### src/cemc_pkg.sv
// package: constants, object map and codes of the block
package cemc_pkg;

   // ----------------
   // object map
   // ----------------
   localparam logic [15:0] OBJ_ALARM_RESET     = 16'h3e80;
   localparam logic [15:0] OBJ_ALARM_HIST_CLR  = 16'h3e81;
   localparam logic [15:0] OBJ_WARN_HIST_CLR   = 16'h3e82;
   localparam logic [15:0] OBJ_NV_BULK_READ    = 16'h3e84;
   localparam logic [15:0] OBJ_NV_BULK_WRITE   = 16'h3e85;
   localparam logic [15:0] OBJ_FULL_DATA_INIT  = 16'h3e86;
   localparam logic [15:0] OBJ_PARAM_BASE      = 16'h4000;

   // ----------------
   // sizes
   // ----------------
   localparam int unsigned N_MAINT   = 6;
   localparam int unsigned PARAM_AW  = 4;
   localparam int unsigned N_PARAM   = 16;
   localparam int unsigned AXIS_W    = 8;
   localparam int unsigned N_AXIS    = 16;
   localparam logic [7:0]  AXIS_MAX  = 8'h0f;

   // maintenance object slots
   localparam int unsigned M_ALARM_RESET = 0;
   localparam int unsigned M_ALARM_HIST  = 1;
   localparam int unsigned M_WARN_HIST   = 2;
   localparam int unsigned M_NV_READ     = 3;
   localparam int unsigned M_NV_WRITE    = 4;
   localparam int unsigned M_FULL_INIT   = 5;

   // ----------------
   // values and codes
   // ----------------
   localparam logic [7:0] OBJ_RESET_VAL   = 8'h00;
   localparam logic [7:0] OBJ_TRIGGER_VAL = 8'h01;
   localparam logic [7:0] PARAM_INIT_VAL  = 8'h00;

   localparam logic [7:0] WARN_NONE       = 8'h00;
   localparam logic [7:0] WARN_LINK_ERR   = 8'h84;
   localparam logic [7:0] WARN_TIMEOUT    = 8'h85;

   localparam logic [7:0] CERR_NONE       = 8'h00;
   localparam logic [7:0] CERR_TIMEOUT    = 8'h85;
   localparam logic [7:0] CERR_UNDEF_CMD  = 8'h88;
   localparam logic [7:0] CERR_TOOL_BUSY  = 8'h89;
   localparam logic [7:0] CERR_RANGE      = 8'h8c;
   localparam logic [7:0] CERR_EXEC_DIS   = 8'h8d;

   // request kinds on the remote request port
   localparam logic REQ_REGISTER = 1'b0;
   localparam logic REQ_MONITOR  = 1'b1;

   // maintenance sequencer states
   typedef enum logic [2:0] {
      ST_BOOT_COPY,
      ST_BOOT_APPLY,
      ST_IDLE,
      ST_NV_TO_RAM,
      ST_RAM_TO_NV,
      ST_INIT_ALL
   } cemc_state_t;

endpackage

### src/cemc_ctrl.sv
// top: status codes, maintenance commands and parameter access arbitration
//
// Overview of operation
// - warning 00h normally, 84h on link error
// - warning 85h when receive cycle lacks frame
// - error 85h for non-communicating target axis
// - error 88h unsupported command, 00h on success
// - refuse master command with 89h during tool
// - error 8Ch for monitor axis out of range
// - error 8Dh when slave answers status set
// - six 8-bit maintenance objects, reset to zero
// - writing one to object runs its action
// - tool modes reject fieldbus parameter access, 89h
// - fieldbus parameter access or maintenance blocks tool access
// - fieldbus writes go to RAM only
// - power-up copies storage to RAM, then applies
`timescale 1ns/1ps
module cemc_ctrl (
   input  wire logic                         clk_i,
   input  wire logic                         rst_n_i,
   // fieldbus object access
   input  wire logic                         obj_wr_i,
   input  wire logic                         obj_rd_i,
   input  wire logic [15:0]                  obj_index_i,
   input  wire logic [7:0]                   obj_wdata_i,
   output logic                              obj_ack_o,
   output logic      [7:0]                   obj_rdata_o,
   output logic      [7:0]                   obj_err_o,
   // remote register / monitor requests
   input  wire logic                         request_strobe_i,
   input  wire logic                         req_kind_i,
   input  wire logic [cemc_pkg::AXIS_W-1:0]  req_axis_i,
   input  wire logic                         req_cmd_ok_i,
   input  wire logic [cemc_pkg::N_AXIS-1:0]  axis_comm_i,
   output logic                              fwd_strobe_o,
   output logic      [cemc_pkg::AXIS_W-1:0]  fwd_axis_o,
   input  wire logic                         slave_resp_i,
   input  wire logic                         slave_status_i,
   output logic                              resp_valid_o,
   output logic      [7:0]                   resp_err_o,
   // link status events
   input  wire logic                         link_err_i,
   input  wire logic                         frame_done_i,
   input  wire logic                         rx_cycle_end_i,
   output logic      [7:0]                   warn_code_o,
   // local tool port
   input  wire logic                         tool_mode_i,
   input  wire logic                         tool_req_i,
   input  wire logic                         tool_wr_i,
   input  wire logic [cemc_pkg::PARAM_AW-1:0] tool_addr_i,
   input  wire logic [7:0]                   tool_wdata_i,
   output logic                              tool_ack_o,
   output logic                              tool_refused_o,
   output logic      [7:0]                   tool_rdata_o,
   // maintenance effects
   output logic                              alarm_reset_o,
   output logic                              alarm_hist_clr_o,
   output logic                              setup_apply_o,
   output logic                              maint_busy_o
);
   import cemc_pkg::*;

   // ----------------
   // decoding shared by object access and arbitration
   // ----------------
   function automatic logic is_param(input logic [15:0] idx);
      is_param = (idx >= OBJ_PARAM_BASE) &&
                 (idx <  OBJ_PARAM_BASE + 16'(N_PARAM));
   endfunction

   function automatic logic [15:0] maint_index(input int unsigned slot);
      case (slot)
         M_ALARM_RESET: maint_index = OBJ_ALARM_RESET;
         M_ALARM_HIST:  maint_index = OBJ_ALARM_HIST_CLR;
         M_WARN_HIST:   maint_index = OBJ_WARN_HIST_CLR;
         M_NV_READ:     maint_index = OBJ_NV_BULK_READ;
         M_NV_WRITE:    maint_index = OBJ_NV_BULK_WRITE;
         default:       maint_index = OBJ_FULL_DATA_INIT;
      endcase
   endfunction

   logic [7:0]          param_ram [N_PARAM];   // working copy
   logic [7:0]          param_nv  [N_PARAM];   // non-volatile store
   cemc_state_t         state_q;
   logic [PARAM_AW-1:0] cnt_q;
   logic [N_MAINT-1:0]  hit;
   logic [N_MAINT-1:0]  start;
   logic [N_MAINT-1:0]  done;
   logic [7:0]          mval [N_MAINT];
   logic                obj_any;
   logic                obj_maint;
   logic                obj_param;
   logic                fb_param;
   logic                maint_run;
   logic [PARAM_AW-1:0] fb_addr;
   logic                last_cnt;
   logic                tool_go;

   assign obj_any   = obj_wr_i || obj_rd_i;
   assign obj_maint = |hit;
   assign obj_param = is_param(obj_index_i);
   assign fb_addr   = obj_index_i[PARAM_AW-1:0];
   assign maint_run = (state_q != ST_IDLE);
   assign last_cnt  = (cnt_q == PARAM_AW'(N_PARAM - 1));
   // fieldbus parameter access is taken only when tool and sequencer are idle
   assign fb_param  = obj_any && obj_param && !tool_mode_i && !maint_run;
   // fieldbus parameter access and any maintenance activity lock the tool out
   assign tool_go   = tool_req_i && !fb_param && !maint_run && !(|start);

   // ----------------
   // maintenance objects
   // ----------------
   genvar g;
   generate
      for (g = 0; g < N_MAINT; g++) begin : g_obj
         assign hit[g] = (obj_index_i == maint_index(g));
         cemc_maint_obj u_obj (
            .clk_i   (clk_i),
            .rst_n_i (rst_n_i),
            .wr_i    (obj_wr_i && hit[g] && !tool_mode_i),
            .wdata_i (obj_wdata_i),
            .done_i  (done[g]),
            .value_o (mval[g]),
            .start_o (start[g])
         );
      end
   endgenerate

   // single-cycle actions finish with their start; bulk ones when the sequencer ends
   always_comb begin
      done                = start;
      done[M_NV_READ]     = (state_q == ST_NV_TO_RAM) && last_cnt;
      done[M_NV_WRITE]    = (state_q == ST_RAM_TO_NV) && last_cnt;
      done[M_FULL_INIT]   = (state_q == ST_INIT_ALL) && last_cnt;
   end

   // ----------------
   // bulk sequencer: boot copy, bulk read, bulk write, full initialisation
   // ----------------
   always_ff @(posedge clk_i or negedge rst_n_i) begin
      if (!rst_n_i) begin
         state_q <= ST_BOOT_COPY;
         cnt_q   <= '0;
      end else begin
         case (state_q)
            ST_BOOT_COPY: begin
               cnt_q <= cnt_q + 1'b1;
               if (last_cnt) begin
                  state_q <= ST_BOOT_APPLY;
               end
            end
            ST_BOOT_APPLY: begin
               state_q <= ST_IDLE;
            end
            ST_IDLE: begin
               cnt_q <= '0;
               // one bulk action at a time; a start that finds us busy is dropped
               if (start[M_FULL_INIT]) begin
                  state_q <= ST_INIT_ALL;
               end else if (start[M_NV_WRITE]) begin
                  state_q <= ST_RAM_TO_NV;
               end else if (start[M_NV_READ]) begin
                  state_q <= ST_NV_TO_RAM;
               end
            end
            ST_NV_TO_RAM,
            ST_RAM_TO_NV,
            ST_INIT_ALL: begin
               cnt_q <= cnt_q + 1'b1;
               if (last_cnt) begin
                  state_q <= ST_IDLE;
               end
            end
            default: begin
               state_q <= ST_IDLE;
            end
         endcase
      end
   end

   // working RAM: sequencer first, then fieldbus, then tool
   always_ff @(posedge clk_i) begin
      if (state_q == ST_BOOT_COPY || state_q == ST_NV_TO_RAM) begin
         param_ram[cnt_q] <= param_nv[cnt_q];
      end else if (state_q == ST_INIT_ALL) begin
         param_ram[cnt_q] <= PARAM_INIT_VAL;
      end else if (fb_param && obj_wr_i) begin
         param_ram[fb_addr] <= obj_wdata_i;
      end else if (tool_go && tool_wr_i) begin
         param_ram[tool_addr_i] <= tool_wdata_i;
      end
   end

   // storage is touched only by bulk write and full initialisation
   always_ff @(posedge clk_i) begin
      if (state_q == ST_RAM_TO_NV) begin
         param_nv[cnt_q] <= param_ram[cnt_q];
      end else if (state_q == ST_INIT_ALL) begin
         param_nv[cnt_q] <= PARAM_INIT_VAL;
      end
   end

   // ----------------
   // fieldbus object answer
   // ----------------
   always_ff @(posedge clk_i or negedge rst_n_i) begin
      if (!rst_n_i) begin
         obj_ack_o   <= 1'b0;
         obj_rdata_o <= 8'h00;
         obj_err_o   <= CERR_NONE;
      end else begin
         obj_ack_o   <= obj_any;
         obj_rdata_o <= 8'h00;
         obj_err_o   <= CERR_NONE;
         if (obj_any) begin
            if (tool_mode_i && (obj_param || obj_maint)) begin
               obj_err_o <= CERR_TOOL_BUSY;
            end else if (obj_param && maint_run) begin
               obj_err_o <= CERR_TOOL_BUSY;
            end else if (obj_param) begin
               obj_rdata_o <= param_ram[fb_addr];
            end else if (obj_maint) begin
               for (int i = 0; i < N_MAINT; i++) begin
                  if (hit[i]) begin
                     obj_rdata_o <= mval[i];
                  end
               end
            end else begin
               obj_err_o <= CERR_UNDEF_CMD;                         // unmapped index
            end
         end
      end
   end

   // ----------------
   // remote register / monitor requests
   // ----------------
   logic pend_q;

   always_ff @(posedge clk_i or negedge rst_n_i) begin
      if (!rst_n_i) begin
         pend_q       <= 1'b0;
         fwd_strobe_o <= 1'b0;
         fwd_axis_o   <= '0;
         resp_valid_o <= 1'b0;
         resp_err_o   <= CERR_NONE;
      end else begin
         fwd_strobe_o <= 1'b0;
         resp_valid_o <= 1'b0;
         if (pend_q) begin
            // a strobe while a slave answer is outstanding is ignored
            if (slave_resp_i) begin
               pend_q       <= 1'b0;
               resp_valid_o <= 1'b1;
               resp_err_o   <= slave_status_i ? CERR_EXEC_DIS : CERR_NONE;
            end
         end else if (request_strobe_i) begin
            resp_valid_o <= 1'b1;
            if (tool_mode_i) begin
               resp_err_o <= CERR_TOOL_BUSY;
            end else if (req_kind_i == REQ_MONITOR && req_axis_i > AXIS_MAX) begin
               resp_err_o <= CERR_RANGE;
            end else if (req_axis_i > AXIS_MAX || !axis_comm_i[req_axis_i[3:0]]) begin
               resp_err_o <= CERR_TIMEOUT;
            end else if (!req_cmd_ok_i) begin
               resp_err_o <= CERR_UNDEF_CMD;
            end else begin
               resp_valid_o <= 1'b0;
               pend_q       <= 1'b1;
               fwd_strobe_o <= 1'b1;
               fwd_axis_o   <= req_axis_i;
            end
         end
      end
   end

   // ----------------
   // warning code; an event in the clearing cycle wins
   // ----------------
   logic frame_seen_q;

   always_ff @(posedge clk_i or negedge rst_n_i) begin
      if (!rst_n_i) begin
         frame_seen_q <= 1'b0;
         warn_code_o  <= WARN_NONE;
      end else begin
         if (rx_cycle_end_i) begin
            frame_seen_q <= 1'b0;
         end else if (frame_done_i) begin
            frame_seen_q <= 1'b1;
         end
         if (link_err_i) begin
            warn_code_o <= WARN_LINK_ERR;
         end else if (rx_cycle_end_i && !frame_seen_q && !frame_done_i) begin
            warn_code_o <= WARN_TIMEOUT;
         end else if (start[M_WARN_HIST]) begin
            warn_code_o <= WARN_NONE;
         end
      end
   end

   // ----------------
   // tool port and maintenance effect outputs
   // ----------------
   always_ff @(posedge clk_i or negedge rst_n_i) begin
      if (!rst_n_i) begin
         tool_ack_o       <= 1'b0;
         tool_refused_o   <= 1'b0;
         tool_rdata_o     <= 8'h00;
         alarm_reset_o    <= 1'b0;
         alarm_hist_clr_o <= 1'b0;
         setup_apply_o    <= 1'b0;
         maint_busy_o     <= 1'b1;
      end else begin
         tool_ack_o       <= tool_go;
         tool_refused_o   <= tool_req_i && !tool_go;
         tool_rdata_o     <= tool_go ? param_ram[tool_addr_i] : 8'h00;
         alarm_reset_o    <= start[M_ALARM_RESET];
         alarm_hist_clr_o <= start[M_ALARM_HIST];
         setup_apply_o    <= (state_q == ST_BOOT_APPLY);
         maint_busy_o     <= maint_run || (|start);
      end
   end

endmodule

### src/cemc_maint_obj.sv
// one 8-bit one-shot maintenance object
`timescale 1ns/1ps
module cemc_maint_obj (
   input  wire logic       clk_i,
   input  wire logic       rst_n_i,
   input  wire logic       wr_i,
   input  wire logic [7:0] wdata_i,
   input  wire logic       done_i,
   output logic      [7:0] value_o,
   output logic            start_o
);
   import cemc_pkg::*;

   logic [7:0] value_q;
   logic       start_q;

   // ----------------
   // stored value, returned to zero when the action has completed
   // ----------------
   always_ff @(posedge clk_i or negedge rst_n_i) begin
      if (!rst_n_i) begin
         value_q <= OBJ_RESET_VAL;
      end else if (wr_i) begin
         value_q <= wdata_i;                            // a new write beats the clear
      end else if (done_i) begin
         value_q <= OBJ_RESET_VAL;
      end
   end

   // one-cycle start on a write of the trigger value
   always_ff @(posedge clk_i or negedge rst_n_i) begin
      if (!rst_n_i) begin
         start_q <= 1'b0;
      end else begin
         start_q <= wr_i && (wdata_i == OBJ_TRIGGER_VAL);
      end
   end

   assign value_o = value_q;
   assign start_o = start_q;
endmodule

### config.mk
export PLATFORM = sky130hd
export DESIGN_NAME = cemc_ctrl
export DESIGN_NICKNAME = d
export VERILOG_FILES = /design/src/cemc_pkg.sv /design/src/cemc_ctrl.sv /design/src/cemc_maint_obj.sv
export SDC_FILE = /design/constraint.sdc
export NUM_CORES = 1
export LEC_CHECK = 0
export BUFFER_PORTS_ARGS = -buffer_cell sky130_fd_sc_hd__buf_4
export CAP_MARGIN = 20
export CORE_ASPECT_RATIO = 0.8
export CORE_MARGIN = 2
export CORE_UTILIZATION = 42
export CTS_BUF_LIST = sky130_fd_sc_hd__clkbuf_4
export DETAILED_ROUTE_END_ITERATION = 8
export PLACE_DENSITY = 0.66
export SLEW_MARGIN = 15
export SYNTH_ARGS = -nofsm -noshare
export SYNTH_HDL_FRONTEND = slang
export SYNTH_SLANG_ARGS = --single-unit
### constraint.sdc
create_clock -name clk_i -period 4.3 [get_ports clk_i]
set_clock_uncertainty 0.1 [all_clocks]
set_input_delay 0.86 -clock clk_i [delete_from_list [all_inputs] [get_ports clk_i]]
set_output_delay 0.86 -clock clk_i [all_outputs]
set_load 0.1 [all_outputs]
Yosys cells after proc, flatten, opt, wreduce, memory -nomap -nowiden
Memory sizes are Yosys's and may differ from the RTL's.
Index checks and enable logic that the tools add are counted.

operators by class
  add/sub/neg operators = 1
  $lt $le $gt $ge = 4
  eq/ne operators = 19
  mux-type cells = 91
  bitwise logic cells = 6
  reductions and logical operators = 69

operators by type and width
  kind                    number
  $mux W8                 43
  $eq A16 B14 Y1 const B  6
  $mux W1                 38
  $logic_and A1 B1 Y1     36
  $reduce_bool A2 Y1      9
  $ge A16 B15 Y1 const B  1
  $lt A16 B15 Y1 const B  1
  $reduce_or A8 Y1        2
  $mux W3                 5
  $reduce_or A6 Y1        2
  $pmux W3 S3             1
  $eq A8 B1 Y1 const B    1
  $gt A8 B4 Y1 const B    1
  $logic_not A1 Y1        8
  $mux W4                 2
  $pmux W4 S2             1
  $eq A3 B2 Y1 const B    2
  $eq A3 B3 Y1 const B    2
  $ne A2 B2 Y1 const B    3
  $reduce_and A3 Y1       2
  $reduce_and A6 Y1       1
  $logic_or A1 B1 Y1      5
  $lt A4 B5 Y1 const B    1
  $ne A5 B1 Y1 const B    1
  other kinds (12)        16

word-level totals
  bits in registers = 120
  bits in writable memories = 256
  input port bits = 75
  output and inout bits = 57
  logic and storage cells = 223
  memories kept = 2

memory list
  memory     depth  bits a word  read ports  clocked after Yosys merged registers in  wr ports  line             text
  param_nv   16     8            1           0                                        1         cemc_ctrl.sv:83  logic [7:0] param_nv [N_PARAM];
  param_ram  16     8            3           0                                        1         cemc_ctrl.sv:82  logic [7:0] param_ram [N_PARAM];

Longest topological paths before layout
Gate-level depths: netlist (run 1).

  depth after elaboration = 17
  gate-level depth with buffers = 8
  gate-level depth less buffers = 6

Cells and area by module
A second synthesis (run 1) with hierarchy kept.

second synthesis, totals
  cell total of the unflattened synthesis = 1,035
  area, all modules = 17,219.0 um^2

modules (own cells, without submodules)
  module          instances  cells each  area an instance (um^2)  seq. area each (um^2)
  cemc_ctrl       1          897         15,124.5                 8,939.8
  cemc_maint_obj  6          23          349.1                    225.2

Least setup slack after synthesis (run 1)
OpenSTA, ideal clock, no wires.

  kind = input-to-reg
  from = input port obj_index_i[8]
  to = memory param_ram[11][0], enable pin
  setup time = 370 ps
  arrival time = 3,078 ps
  required time = 3,830 ps
  slack = 752 ps
  stages = 7
  path buffers = 1
  cell sequence = or4_4 -> or4_1 -> buf_2 -> nor3_4 -> a221o_2 -> nand2b_2 -> nor2_1

on the way
  cells in the longest elaborated chain, start to end = 17
  elaborated cells on any way between the ends = 27
  classes of those cells = order compare: 2; mux: 13; reduce/logical: 12

RTL lines
  what                                              line                              text
  from (decl)                                       cemc_ctrl.sv:24                   input wire logic [15:0] obj_index_i,
  $ge A16 B15 Y1 or $lt A16 B15 Y1 (tied branches)  cemc_ctrl.sv:67, cemc_ctrl.sv:68
  $logic_and A1 B1 Y1 (*)                           cemc_ctrl.sv:67                   is_param = (idx >= OBJ_PARAM_BASE) &&
  $logic_and A1 B1 Y1 (*) (3 in series)             cemc_ctrl.sv:106                  assign fb_param = obj_any && obj_param && !tool_mode_i && !maint_run;
  $logic_not A1 Y1                                  cemc_ctrl.sv:108                  assign tool_go = tool_req_i && !fb_param && !maint_run && !(|start);
  $logic_and A1 B1 Y1 (3 in series)                 cemc_ctrl.sv:108
  $logic_and A1 B1 Y1                               cemc_ctrl.sv:189                  end else if (tool_go && tool_wr_i) begin
  $mux W1                                           cemc_ctrl.sv:189
  $mux W1                                           cemc_ctrl.sv:187                  end else if (fb_param && obj_wr_i) begin
  $mux W1                                           cemc_ctrl.sv:185                  end else if (state_q == ST_INIT_ALL) begin
  $mux W1                                           cemc_ctrl.sv:183                  if (state_q == ST_BOOT_COPY || state_q == ST_NV_TO_RAM) begin
  $mux W1 (implied by the code)                     cemc_ctrl.sv:190                  param_ram[tool_addr_i] <= tool_wdata_i;
  $reduce_or A8 Y1 (no line)                        -
  $mux W4 (no line) or $mux W1 (tied branches)      -
  to (decl)                                         cemc_ctrl.sv:82

Mark *: on every way between the ends. The rest lies on a longest branch, timed or not.

Final worst setup path (run 1)
  from = register g_obj[1].u_obj.start_q
  to = memory param_ram[4][1], enable pin

on the way
  cells in the longest elaborated chain, start to end = 11
  elaborated cells on any way between the ends = 12
  classes of those cells = mux: 7; reduce/logical: 5

RTL lines
  what                                          line                  text
  from (decl)                                   cemc_maint_obj.sv:15  logic start_q;
  from (signal assigned)                        cemc_maint_obj.sv:35  start_q <= wr_i && (wdata_i == OBJ_TRIGGER_VAL);
  $reduce_or A6 Y1 (*)                          cemc_ctrl.sv:108
  $logic_not A1 Y1 (*)                          cemc_ctrl.sv:108
  $logic_and A1 B1 Y1 (*)                       cemc_ctrl.sv:108
  $logic_and A1 B1 Y1 (*)                       cemc_ctrl.sv:189
  $mux W1 (*)                                   cemc_ctrl.sv:189
  $mux W1 (*)                                   cemc_ctrl.sv:187
  $mux W1 (*)                                   cemc_ctrl.sv:185
  $mux W1 (*)                                   cemc_ctrl.sv:183
  $mux W1 (implied by the code) (*)             cemc_ctrl.sv:190
  $reduce_or A8 Y1 (no line)                    -
  $mux W4 (no line) or $mux W1 (tied branches)  -

Marks and branches as above.

==> flow_metrics.env, run 1 <==
export IMPL_status="complete, no violations"
export IMPL_initial_core_util=0.426
export IMPL_ir_drop_mv=0.196
export IMPL_first_pass_iters=7
export IMPL_grt_pass1_wl_um=70100
export IMPL_met2_usage=0.320
export IMPL_num_rows=66
export IMPL_yosys_warnings=0
export IMPL_worstPathArrival_ns=3.86
export IMPL_clkSinkCount=360
export IMPL_required_ns=4.62
export IMPL_cts_buffers=92
export IMPL_drv_cap=0
export IMPL_drc=0
export IMPL_drtIter0Drc=1505
export IMPL_nets=1388
export IMPL_path_clk_slew_ns=0.07
export IMPL_syn_avg_cell_area_sq_um=15.4
export IMPL_gp_congestion=0.927
export IMPL_routedWlPerCell_um=24.1
export IMPL_slew_headroom=0.290
export IMPL_max_clock_freq_mhz=282
export IMPL_post_place_ws_ns=0.384
export IMPL_cp_start_kind="flip-flop"
export IMPL_finalWirelength_um=46500
export IMPL_tightest_slew_ns=1.06
export IMPL_setup_ws_ns=0.758
export IMPL_fin_tns_setup_ns=0
export IMPL_dieHeight_um=186
export IMPL_leakage_nw=7.20
export IMPL_drtAntennaViolNets=0
export IMPL_p_per_area_nw_per_um2=366
export IMPL_hp_class="in2reg"
export IMPL_regArea_sq_um=10300
export IMPL_grt_overflow_total=0
export IMPL_maxSlewViolCount=0
export IMPL_drive_above_1_share=0.395
export IMPL_n_fill_cell=3435
export IMPL_rsz0062_at_grt="false"
export IMPL_ys_flop_type="edfxtp_1"
export IMPL_antenna_found_initial=2
export IMPL_areaGrowthSynthToFinish_pct=16.2
export IMPL_grt_busiest_layer="met1"
export IMPL_syn_area_sq_um=17300
export IMPL_syn_inst=1125
export IMPL_cts_max_path_buffers=3
export IMPL_ios=132
export IMPL_cts_root_buffer="clkbuf_4"
export IMPL_yosysUniqueCellTypes=77
export IMPL_period_share=0.824
export IMPL_viasPerCell=5.86
export IMPL_dieArea_sq_um=42900
export IMPL_cts_resized=0
export IMPL_cp_end_kind="flip-flop"
export IMPL_die_width_um=231
export IMPL_synth_most_common_cell="edfxtp_1"
export IMPL_grt_pass1_vias=11100
export IMPL_yosysTopAreaCell="edfxtp_1"
export IMPL_dpl_hpwl_um=32100
export IMPL_async_reset_ff_frac=0.289
export IMPL_hold_violations=0
export IMPL_track_usage=0.223
export IMPL_htreeDepth=3
export IMPL_setup_violations=0
export IMPL_vias=11300
export IMPL_synth_seq_cells=360
export IMPL_synth_area_top_cells="edfxtp_1 (44%), mux4_2 (18%), dfrtp_1 (15%)"
export IMPL_grt_max_degree=82
export IMPL_use_met3=0.0749
export IMPL_ys_seq_area_frac=0.594
export IMPL_fin_crit_ns=3.54
export IMPL_placeableCoreArea_sq_um=40600
export IMPL_worstSetupPathType="reg2reg"
export IMPL_grtUsageMet1=0.321
export IMPL_multi_input_area_sq_um=6500
export IMPL_worstPathMaxFanout=18
export IMPL_cts_tree="built"
export IMPL_ys_top_cells_by_count="edfxtp_1 (256), mux4_2 (140), dfrtp_1 (103)"
export IMPL_clk_latency_ns=0.79
export IMPL_port_buffers=117
export IMPL_synth_edf_count=256
export IMPL_synth_top_cell_area_share=0.444
cells in the final DEF, fill, tap and decap left out, drive strengths merged, types with 3 or more instances in the layout:
master	n
a31oi	14
and2	14
nand4	7
a2111oi	3
nand3	27
a211oi	5
nand2	93
nor4	11
o31ai	3
nor2b	12
mux2	51
a21oi	11
nand3b	8
clkbuf	137
nor3	20
ha	4
nand2b	26
o22ai	17
o221ai	9
dfrtp	103
clkinv	29
a22o	16
edfxtp	256
nor2	56
inv	20
nor4b	3
a222oi	7
o21ai	40
buf	175
conb	14
mux2i	13
or2	4
mux4	140
diode	3
or3b	3
routing by layer:
metal | share of wire | vias up
li1 | - | 4854
met1 | 0.42 | 5727
met2 | 0.44 | 671
met3 | 0.12 | 69
met4 | 0.021 | 0
met5 | 0 | -
registers in the layout (all words and copies together), names as in the netlist, 2 cells and up:
register / count
obj_err_o: 2
warn_code_o: 2
param_nv: 128
param_ram: 128
resp_err_o: 4
g_obj.u_obj.start_o: 6
state_q: 3
g_obj.u_obj.value_o: 48
cnt_q: 4
obj_rdata_o: 8
tool_rdata_o: 8
fwd_axis_o: 8
worst paths after layout:
path	startpoint	endpoint	slack, ns	cells after the start
max	g_obj[1].u_obj.start_o$_DFF_PN0_	param_ram[4][1]$_DFFE_PP_	0.76	7
min	rx_cycle_end_i	frame_seen_q$_DFFE_PN0P_	0.17	2
max reg2reg	g_obj[1].u_obj.start_o$_DFF_PN0_	param_ram[4][1]$_DFFE_PP_	0.76	7
min reg2reg	frame_seen_q$_DFFE_PN0P_	frame_seen_q$_DFFE_PN0P_	0.38	2
max in group asynchronous	rst_n_i	pend_q$_DFF_PN0_	2.80	3
min in group asynchronous	rst_n_i	g_obj[5].u_obj.value_o[4]$_DFFE_PN0P_	0.55	2
cell families after synthesis:
logic type | Yosys count | share of synthesized area
AOI/OAI and AO/OA | 140 | 0.0562
adders and majority gates | 4 | 0.00289
other | 1 | 0.000216
xor gates and xnor gates | 3 | 0.00152
and+or+nand+nor | 293 | 0.0886
DFF | 360 | 0.594
muxes | 204 | 0.223
buffers and inverters | 120 | 0.0339
timing repair:
action,4_1_cts,5_1_grt
hold buffers,0,1
endpoints found under the hold margin,0,32
setup endpoints to repair,0,0
setup buffers,0,0
stage by stage:
step | power, W | utilization | hold WS (ns) | cells | cell area (sq um)
3_3_place_gp | 0.00443 | 0.465 | 0.366 | 1757 | 18900
3_5_place_dp | 0.00444 | 0.465 | 0.372 | 1757 | 18900
5_1_grt | 0.00766 | 0.496 | 0.0984 | 1931 | 20100
2_1_floorplan | 0.00424 | - | 0.347 | 1138 | 17400
6_report | 0.00737 | 0.496 | 0.168 | 1931 | 20100
4_1_cts | 0.00743 | 0.495 | 0.111 | 1926 | 20100
worst max-delay path, stage by stage (launching register included):
cell and delay (ns):
dfrtp_1 0.51, nor4_1 0.68, nand4_2 0.27, a211o_1 0.38, buf_4 0.22, a31oi_2 0.26, nand3_1 0.23, nor2_1 0.54
layout make-up:
type	count	area share
antenna	3	0.000373
clock buffer	137	0.0511
timing repair buffer	176	0.0670
inverter	21	0.00391
sequential	360	0.511
tap	544	0.0338
clock inverter	32	0.00957
multi-input combinational	658	0.323
where the power goes:
| group | total [W] | switching, W | internal (W) |
|---|---|---|---|
| Clock | 0.00300 | 0.00141 | 0.00159 |
| Combinational | 0.000616 | 0.000420 | 0.000196 |
| Sequential | 0.00376 | 0.0000166 | 0.00374 |
(Power assumes the default switching activity.)
==> run 2: changes to the inputs <==
- clock period: 4.3 -> 3.4 ns (I/O delays scaled with it)
==> run 2 against run 1 <==
Cell count increased by 1.5%. Critical endpoint unchanged. Register-to-register slack worse by 0.46 ns. Die area did not move. Largest cell class unchanged. Utilization increased by 0.59 points. Sequential share of layout area shrank 0.60 points. Clock power rose by 19%. Count of clock-buffer cells in the layout fell by 19. Maximum frequency increased by 14%. Critical path type unchanged. Combinational power up 29%. Largest power group unchanged. Routed wire length is 2.2% higher. Critical path depth is the same.
==> flow_metrics.env, run 2 (synthesis gave the netlist of run 1 again) <==
export IMPL_crit_buf_inv=1
export IMPL_path_clk_slew_ns=0.07
export IMPL_drtAntennaViolNets=0
export IMPL_fin_crit_ns=3.11
export IMPL_drc=0
export IMPL_ios=132
export IMPL_vias=11400
export IMPL_ir_drop_mv=0.176
export IMPL_first_pass_iters=5
export IMPL_dr_wl_met3_um=5140
export IMPL_drv_cap=0
export IMPL_power_w=0.00911
export IMPL_worstPathArrival_ns=3.46
export IMPL_die_width_um=231
export IMPL_cp_start_kind="flip-flop"
export IMPL_cts_resized=0
export IMPL_cpMaxStageDelayCell="nor4_1"
export IMPL_grt_overflow_total=0
export IMPL_r2r_start="g_obj[1].u_obj.start_o$_DFF_PN0_"
export IMPL_track_usage=0.227
export IMPL_hp_start="req_axis_i[3]"
export IMPL_grt_pass1_vias=11100
export IMPL_cts_tree="built"
export IMPL_required_ns=3.75
export IMPL_p_per_area_nw_per_um2=447
export IMPL_setup_ws_ns=0.294
export IMPL_status="complete, no violations"
export IMPL_maxSlewViolCount=0
export IMPL_grt_pass1_wl_um=71100
export IMPL_antenna_found_initial=2
export IMPL_r2r_worst_path_cells=7
export IMPL_clk_latency_ns=0.76
export IMPL_worstPathMaxFanout=10
export IMPL_maxUsedRoutingLayer="met5"
export IMPL_placeableCoreArea_sq_um=40600
export IMPL_r2r_end="param_ram[4][1]$_DFFE_PP_"
export IMPL_holdPathStages=2
export IMPL_final_common_cell="edfxtp_1"
export IMPL_cts_buffers=91
export IMPL_port_buffers=117
export IMPL_routedWlPerCell_um=24.3
export IMPL_rsz0062_at_grt="false"
export IMPL_cts_max_path_buffers=3
export IMPL_gp_congestion=0.894
export IMPL_rrSetupSlack_ns=0.29
export IMPL_leakage_nw=7.35
export IMPL_hp_class="in2reg"
export IMPL_htreeDepth=3
export IMPL_hold_buffers=5
export IMPL_dpl_hpwl_um=32900
export IMPL_final_cell_mix="edfxtp_1 (256), buf_4 (201), mux4_2 (140), clkbuf_4 (118), dfrtp_1 (101)"
export IMPL_drive_above_1_share=0.400
export IMPL_initial_core_util=0.426
export IMPL_postCtsSetupRepairBufs=0
export IMPL_nets=1424
export IMPL_fin_hold_ws_ns=0.0771
export IMPL_drtIter0Drc=1376
export IMPL_clkSinkCount=360
export IMPL_hold_path_endpoint="fwd_axis_o[3]$_DFFE_PN0P_"
export IMPL_post_place_ws_ns=-0.125
export IMPL_wl_met1_um=19800
export IMPL_dieHeight_um=186
export IMPL_slew_headroom=0.360
export IMPL_grt_max_degree=77
export IMPL_viasPerCell=5.82
export IMPL_finalWirelength_um=47500
export IMPL_fin_tns_setup_ns=0
export IMPL_areaGrowthSynthToFinish_pct=17.6
export IMPL_hold_violations=0
export IMPL_path_cells="nor4_1 > nand4_2 > a211o_1 > a31oi_2 > nand3_1 > nor2_1 > buf_4"
export IMPL_cts_root_buffer="clkbuf_4"
export IMPL_cp_slowest_stage_delay_ns=0.56
export IMPL_crit_family="simple AND/OR/NAND/NOR gates"
export IMPL_num_rows=66
export IMPL_dieArea_sq_um=42900
export IMPL_period_share=0.914
export IMPL_setup_violations=0
export IMPL_tightest_slew_ns=0.959
export IMPL_met2WireLength_um=21400
export IMPL_worstSetupPathType="reg2reg"
export IMPL_cp_end_kind="flip-flop"
export IMPL_max_clock_freq_mhz=322
-- run 2: cell types whose count changed in the layout (fill, tap and decap cells not counted), sizes merged --
cell | previous run | this run
clkinvlp | 2 | 0
buf | 175 | 208
clkbuf | 137 | 118
inv | 20 | 24
clkinv | 29 | 39
diode | 3 | 1
dlygate4sd3 | 1 | 5
-- run 2: how the worst max path moves through the flow --
| stage | start | end | cells past startpoint |
|---|---|---|---|
| 2_1_floorplan | obj_index_i[8] | param_ram[11][0]$_DFFE_PP_ | 7 |
| 4_1_cts | g_obj[1].u_obj.start_o$_DFF_PN0_ | param_ram[3][5]$_DFFE_PP_ | 7 |
| 6_report | g_obj[1].u_obj.start_o$_DFF_PN0_ | param_ram[4][1]$_DFFE_PP_ | 7 |
| 3_3_place_gp | obj_index_i[8] | param_ram[3][5]$_DFFE_PP_ | 8 |
| 3_5_place_dp | obj_index_i[8] | param_ram[3][5]$_DFFE_PP_ | 8 |
| 5_1_grt | g_obj[1].u_obj.start_o$_DFF_PN0_ | param_ram[4][1]$_DFFE_PP_ | 7 |
-- run 2: layout make-up --
cell class	count	area, sq um
fillers	3435	20300
clock inverters	44	230
flip-flops and latches	360	10300
clock buffers	118	886
inverters	21	78.8
multi-input cells	658	6500
repair buffers	213	1700
well taps	544	681
diodes	1	2.50
-- run 2: power breakdown --
group,total [W],leakage [nW],internal (W),switching [W]
logic,0.000794,3.15,0.000256,0.000538
clock network,0.00356,0.671,0.00179,0.00177
registers,0.00475,3.53,0.00473,0.0000216
total,0.00911,7.35,0.00677,0.00233
-- run 2: metal layers --
layer | track usage | vias up
met1 | 0.319 | 5745
li1 | - | 4928
met3 | 0.0694 | 79
met4 | 0.0795 | 2
met5 | 0 | -
met2 | 0.334 | 649
-- run 2: stage by stage --
step,instance area [sq um],std cells,util
final,20400,1959,0.501
after global routing,20400,1959,0.501
after CTS,20400,1958,0.501
after detailed placement,19200,1791,0.473
after global placement,19200,1791,0.473
after floorplan,17400,1138,-
==> run 3: changes to the inputs <==
- ABC_AREA: unset -> 1
- CORE_UTILIZATION: 42 -> 40
- CTS_CLUSTER_SIZE: unset -> 28
- PLACE_DENSITY: 0.66 -> 0.64
==> run 3 against run 2 <==
First-iteration DRC count grew 81%. Routed wire length increased by 26%. Area after synthesis rose by 5.5%. Non-clock buffer count shrank 6. Synthesized cell count rose by 87%. Cell area increased by 4.5%. Combinational power up 15%. Global-route usage up 2.5 points. Sequential cell count unchanged. Die area is 11% higher.
==> flow_metrics.env, run 3 <==
export IMPL_cts_tree="built"
export IMPL_p_clk_frac=0.407
export IMPL_worstPathArrival_ns=3.47
export IMPL_slew_headroom=0.427
export IMPL_vias=16500
export IMPL_clk_latency_ns=0.84
export IMPL_p_per_area_nw_per_um2=447
export IMPL_placeableCoreArea_sq_um=45400
export IMPL_synth_seq_cells=360
export IMPL_hold_path_endpoint="tool_refused_o$_DFF_PN0_"
export IMPL_synthAdderAreaFrac=0.00274
export IMPL_yosysTopAreaCell="edfxtp_1"
export IMPL_n_fill_cell=4359
export IMPL_rrSetupSlack_ns=0.44
export IMPL_cts_max_path_buffers=3
export IMPL_dpl_hpwl_um=40400
export IMPL_ir_drop_mv=0.324
export IMPL_fin_hold_ws_ns=0.0572
export IMPL_r2r_start="cnt_q[0]$_DFFE_PN0P_"
export IMPL_worstPathMaxFanout=44
export IMPL_status="complete, no violations"
export IMPL_grt_pass1_vias=15400
export IMPL_max_clock_freq_mhz=338
export IMPL_track_usage=0.251
export IMPL_yosys_warnings=0
export IMPL_p_int_w=0.00700
export IMPL_synth_xor_area_frac=0.000479
export IMPL_htreeDepth=3
export IMPL_maxSlewViolCount=0
export IMPL_cpMaxStageDelayCell="buf_4"
export IMPL_grt_max_degree=121
export IMPL_period_share=0.870
export IMPL_grt_overflow_total=0
export IMPL_syn_area_sq_um=18300
export IMPL_p_sw_w=0.00252
export IMPL_drtIter0Drc=2487
export IMPL_drv_cap=0
export IMPL_cp_start_kind="flip-flop"
export IMPL_hp_start="tool_req_i"
export IMPL_cp_slowest_stage_delay_ns=0.55
export IMPL_async_reset_ff_frac=0.289
export IMPL_synth_top_cell_area_share=0.421
export IMPL_r2r_worst_path_cells=9
export IMPL_final_common_cell="nand2_1"
export IMPL_die_width_um=243
export IMPL_synth_area_top_cells="edfxtp_1 (42%), dfrtp_1 (14%), nand2_1 (12%)"
export IMPL_pwr_share_seq=0.497
export IMPL_drtAntennaViolNets=0
export IMPL_clkSinkCount=360
export IMPL_leakage_nw=9.07
export IMPL_finalWirelength_um=59900
export IMPL_swShare=0.265
export IMPL_tightest_slew_ns=0.856
export IMPL_hp_class="in2reg"
export IMPL_grt_pass1_wl_um=91100
export IMPL_ios=132
export IMPL_synth_compound_area_share=0.133
export IMPL_yosys_area_share_simple=0.232
export IMPL_antenna_found_initial=2
export IMPL_cts_root_buffer="clkbuf_4"
export IMPL_drc=0
export IMPL_setup_violations=0
export IMPL_dieHeight_um=195
export IMPL_path_clk_slew_ns=0.08
export IMPL_cts_buffers=91
export IMPL_ys_top_cells_by_count="nand2_1 (581), edfxtp_1 (256), o21ai_0 (256)"
export IMPL_ys_seq_area_frac=0.563
export IMPL_holdPathStages=3
export IMPL_rsz0062_at_grt="false"
export IMPL_required_ns=3.91
export IMPL_dieArea_sq_um=47400
export IMPL_fin_tns_setup_ns=0
export IMPL_viasPerCell=5.53
export IMPL_syn_inst=2104
export IMPL_routedWlPerCell_um=20.1
export IMPL_worstSetupPathType="reg2reg"
export IMPL_pwr_share_comb=0.096
export IMPL_synth_most_common_cell="nand2_1"
export IMPL_num_rows=70
export IMPL_port_buffers=117
export IMPL_ys_flop_type="edfxtp_1"
export IMPL_cts_resized=0
export IMPL_fin_crit_ns=2.96
export IMPL_cp_end_kind="flip-flop"
export IMPL_yosysUniqueCellTypes=42
export IMPL_nets=2373
export IMPL_hold_buffers=7
export IMPL_final_cell_mix="nand2_1 (581), o21ai_0 (256), edfxtp_1 (256), nor2_1 (204), buf_4 (198)"
export IMPL_hold_violations=0
export IMPL_postCtsSetupRepairBufs=0
export IMPL_areaGrowthSynthToFinish_pct=16.6
export IMPL_path_cells="inv_2 > buf_4 > o21ai_0 > o22ai_1 > nand2_1 > nand4_1 > nand2_1 > a21oi_1 > buf_4"
export IMPL_syn_avg_cell_area_sq_um=8.68
export IMPL_gp_congestion=0.955
export IMPL_synth_edf_count=256
export IMPL_initial_core_util=0.403
export IMPL_synth_mux_area_frac=0
export IMPL_drive_above_1_share=0.173
export IMPL_r2r_end="param_ram[3][4]$_DFFE_PP_"
export IMPL_synth_top_family_by_area="simple AND/OR/NAND/NOR gates"
export IMPL_first_pass_iters=6
==> run 3: cell types whose count changed in the layout (fill, tap and decap cells not counted), moves of 16 or more <==
| cell | previous run | this run |
|---|---|---|
| a22o_1 | 16 | 0 |
| o21ai_0 | 36 | 256 |
| nand2_1 | 92 | 581 |
| o22ai_1 | 17 | 34 |
| mux4_2 | 140 | 0 |
| mux2_2 | 51 | 0 |
| nand4_1 | 5 | 27 |
| nand3_1 | 26 | 117 |
| nor2_1 | 54 | 204 |
| a21oi_1 | 11 | 144 |
| inv_1 | 20 | 149 |
| nand2b_1 | 24 | 0 |
==> run 3: cell families after synthesis <==
| group | count (synthesis) |
|---|---|
| and+or+nand+nor | 985 |
| AOI/OAI and AO/OA | 462 |
| DFF | 360 |
| buffers and inverters | 291 |
| adders and majority gates | 4 |
| xor gates and xnor gates | 1 |
| other | 1 |
==> run 3: stage by stage <==
stage,worst slack [ns],instance area (sq um),power (W),cells,utilization
3_3_place_gp,0.264,20000,0.00571,2806,0.441
4_1_cts,0.337,21300,0.00959,2976,0.469
5_1_grt,0.243,21300,0.00989,2980,0.469
3_5_place_dp,0.118,20000,0.00571,2806,0.441
2_1_floorplan,0.829,18300,0.00539,2117,-
6_report,0.442,21300,0.00953,2980,0.469
==> run 3: worst max-delay path by stage <==
stage                            endpoint  cells past startpoint  slack [ns]                        startpoint
6_report        param_ram[3][4]$_DFFE_PP_                      9        0.44              cnt_q[0]$_DFFE_PN0P_
5_1_grt        param_ram[14][5]$_DFFE_PP_                     10        0.24  g_obj[1].u_obj.start_o$_DFF_PN0_
4_1_cts        param_ram[15][3]$_DFFE_PP_                      7        0.34  g_obj[1].u_obj.start_o$_DFF_PN0_
3_5_place_dp    param_ram[7][3]$_DFFE_PP_                     10        0.12                    obj_index_i[5]
3_3_place_gp   param_ram[13][7]$_DFFE_PP_                     14        0.26                    obj_index_i[5]
2_1_floorplan   param_ram[1][0]$_DFFE_PP_                     10        0.83                    obj_index_i[5]
==> run 3: power groups by stage <==
stage	logic (W)	registers, W	clock network, W
6_report	0.000911	0.00474	0.00388
3_3_place_gp	0.000878	0.00483	0
3_5_place_dp	0.000884	0.00483	0
5_1_grt	0.000965	0.00474	0.00418
4_1_cts	0.000893	0.00474	0.00396
2_1_floorplan	0.000410	0.00498	0
==> run 3: critical path: cells and delay by family, from the launching register on <==
kind	cells	cell delay [ns]
flops	1	0.50
simple gates	3	0.35
compound gates	3	0.57
buf+inv	3	1.19
==> run 3: layout make-up <==
type	count	area, sq um	share of cell area
flip-flops and latches	360	10300	0.483
multi-input cells	1466	6780	0.318
repair buffers	207	1600	0.0750
clock buffers	129	968	0.0455
well taps	612	766	0.0360
inverters	168	636	0.0298
clock inverters	34	245	0.0115
diodes	4	10.0	0.000470
==> run 3: layer usage <==
layer / track usage / up-vias / part of all wire
met5: 0 / - / 0
met4: 0.0943 / 0 / 0.033
met3: 0.0686 / 156 / 0.12
met2: 0.351 / 1076 / 0.41
met1: 0.371 / 7730 / 0.43
li1: - / 7508 / -
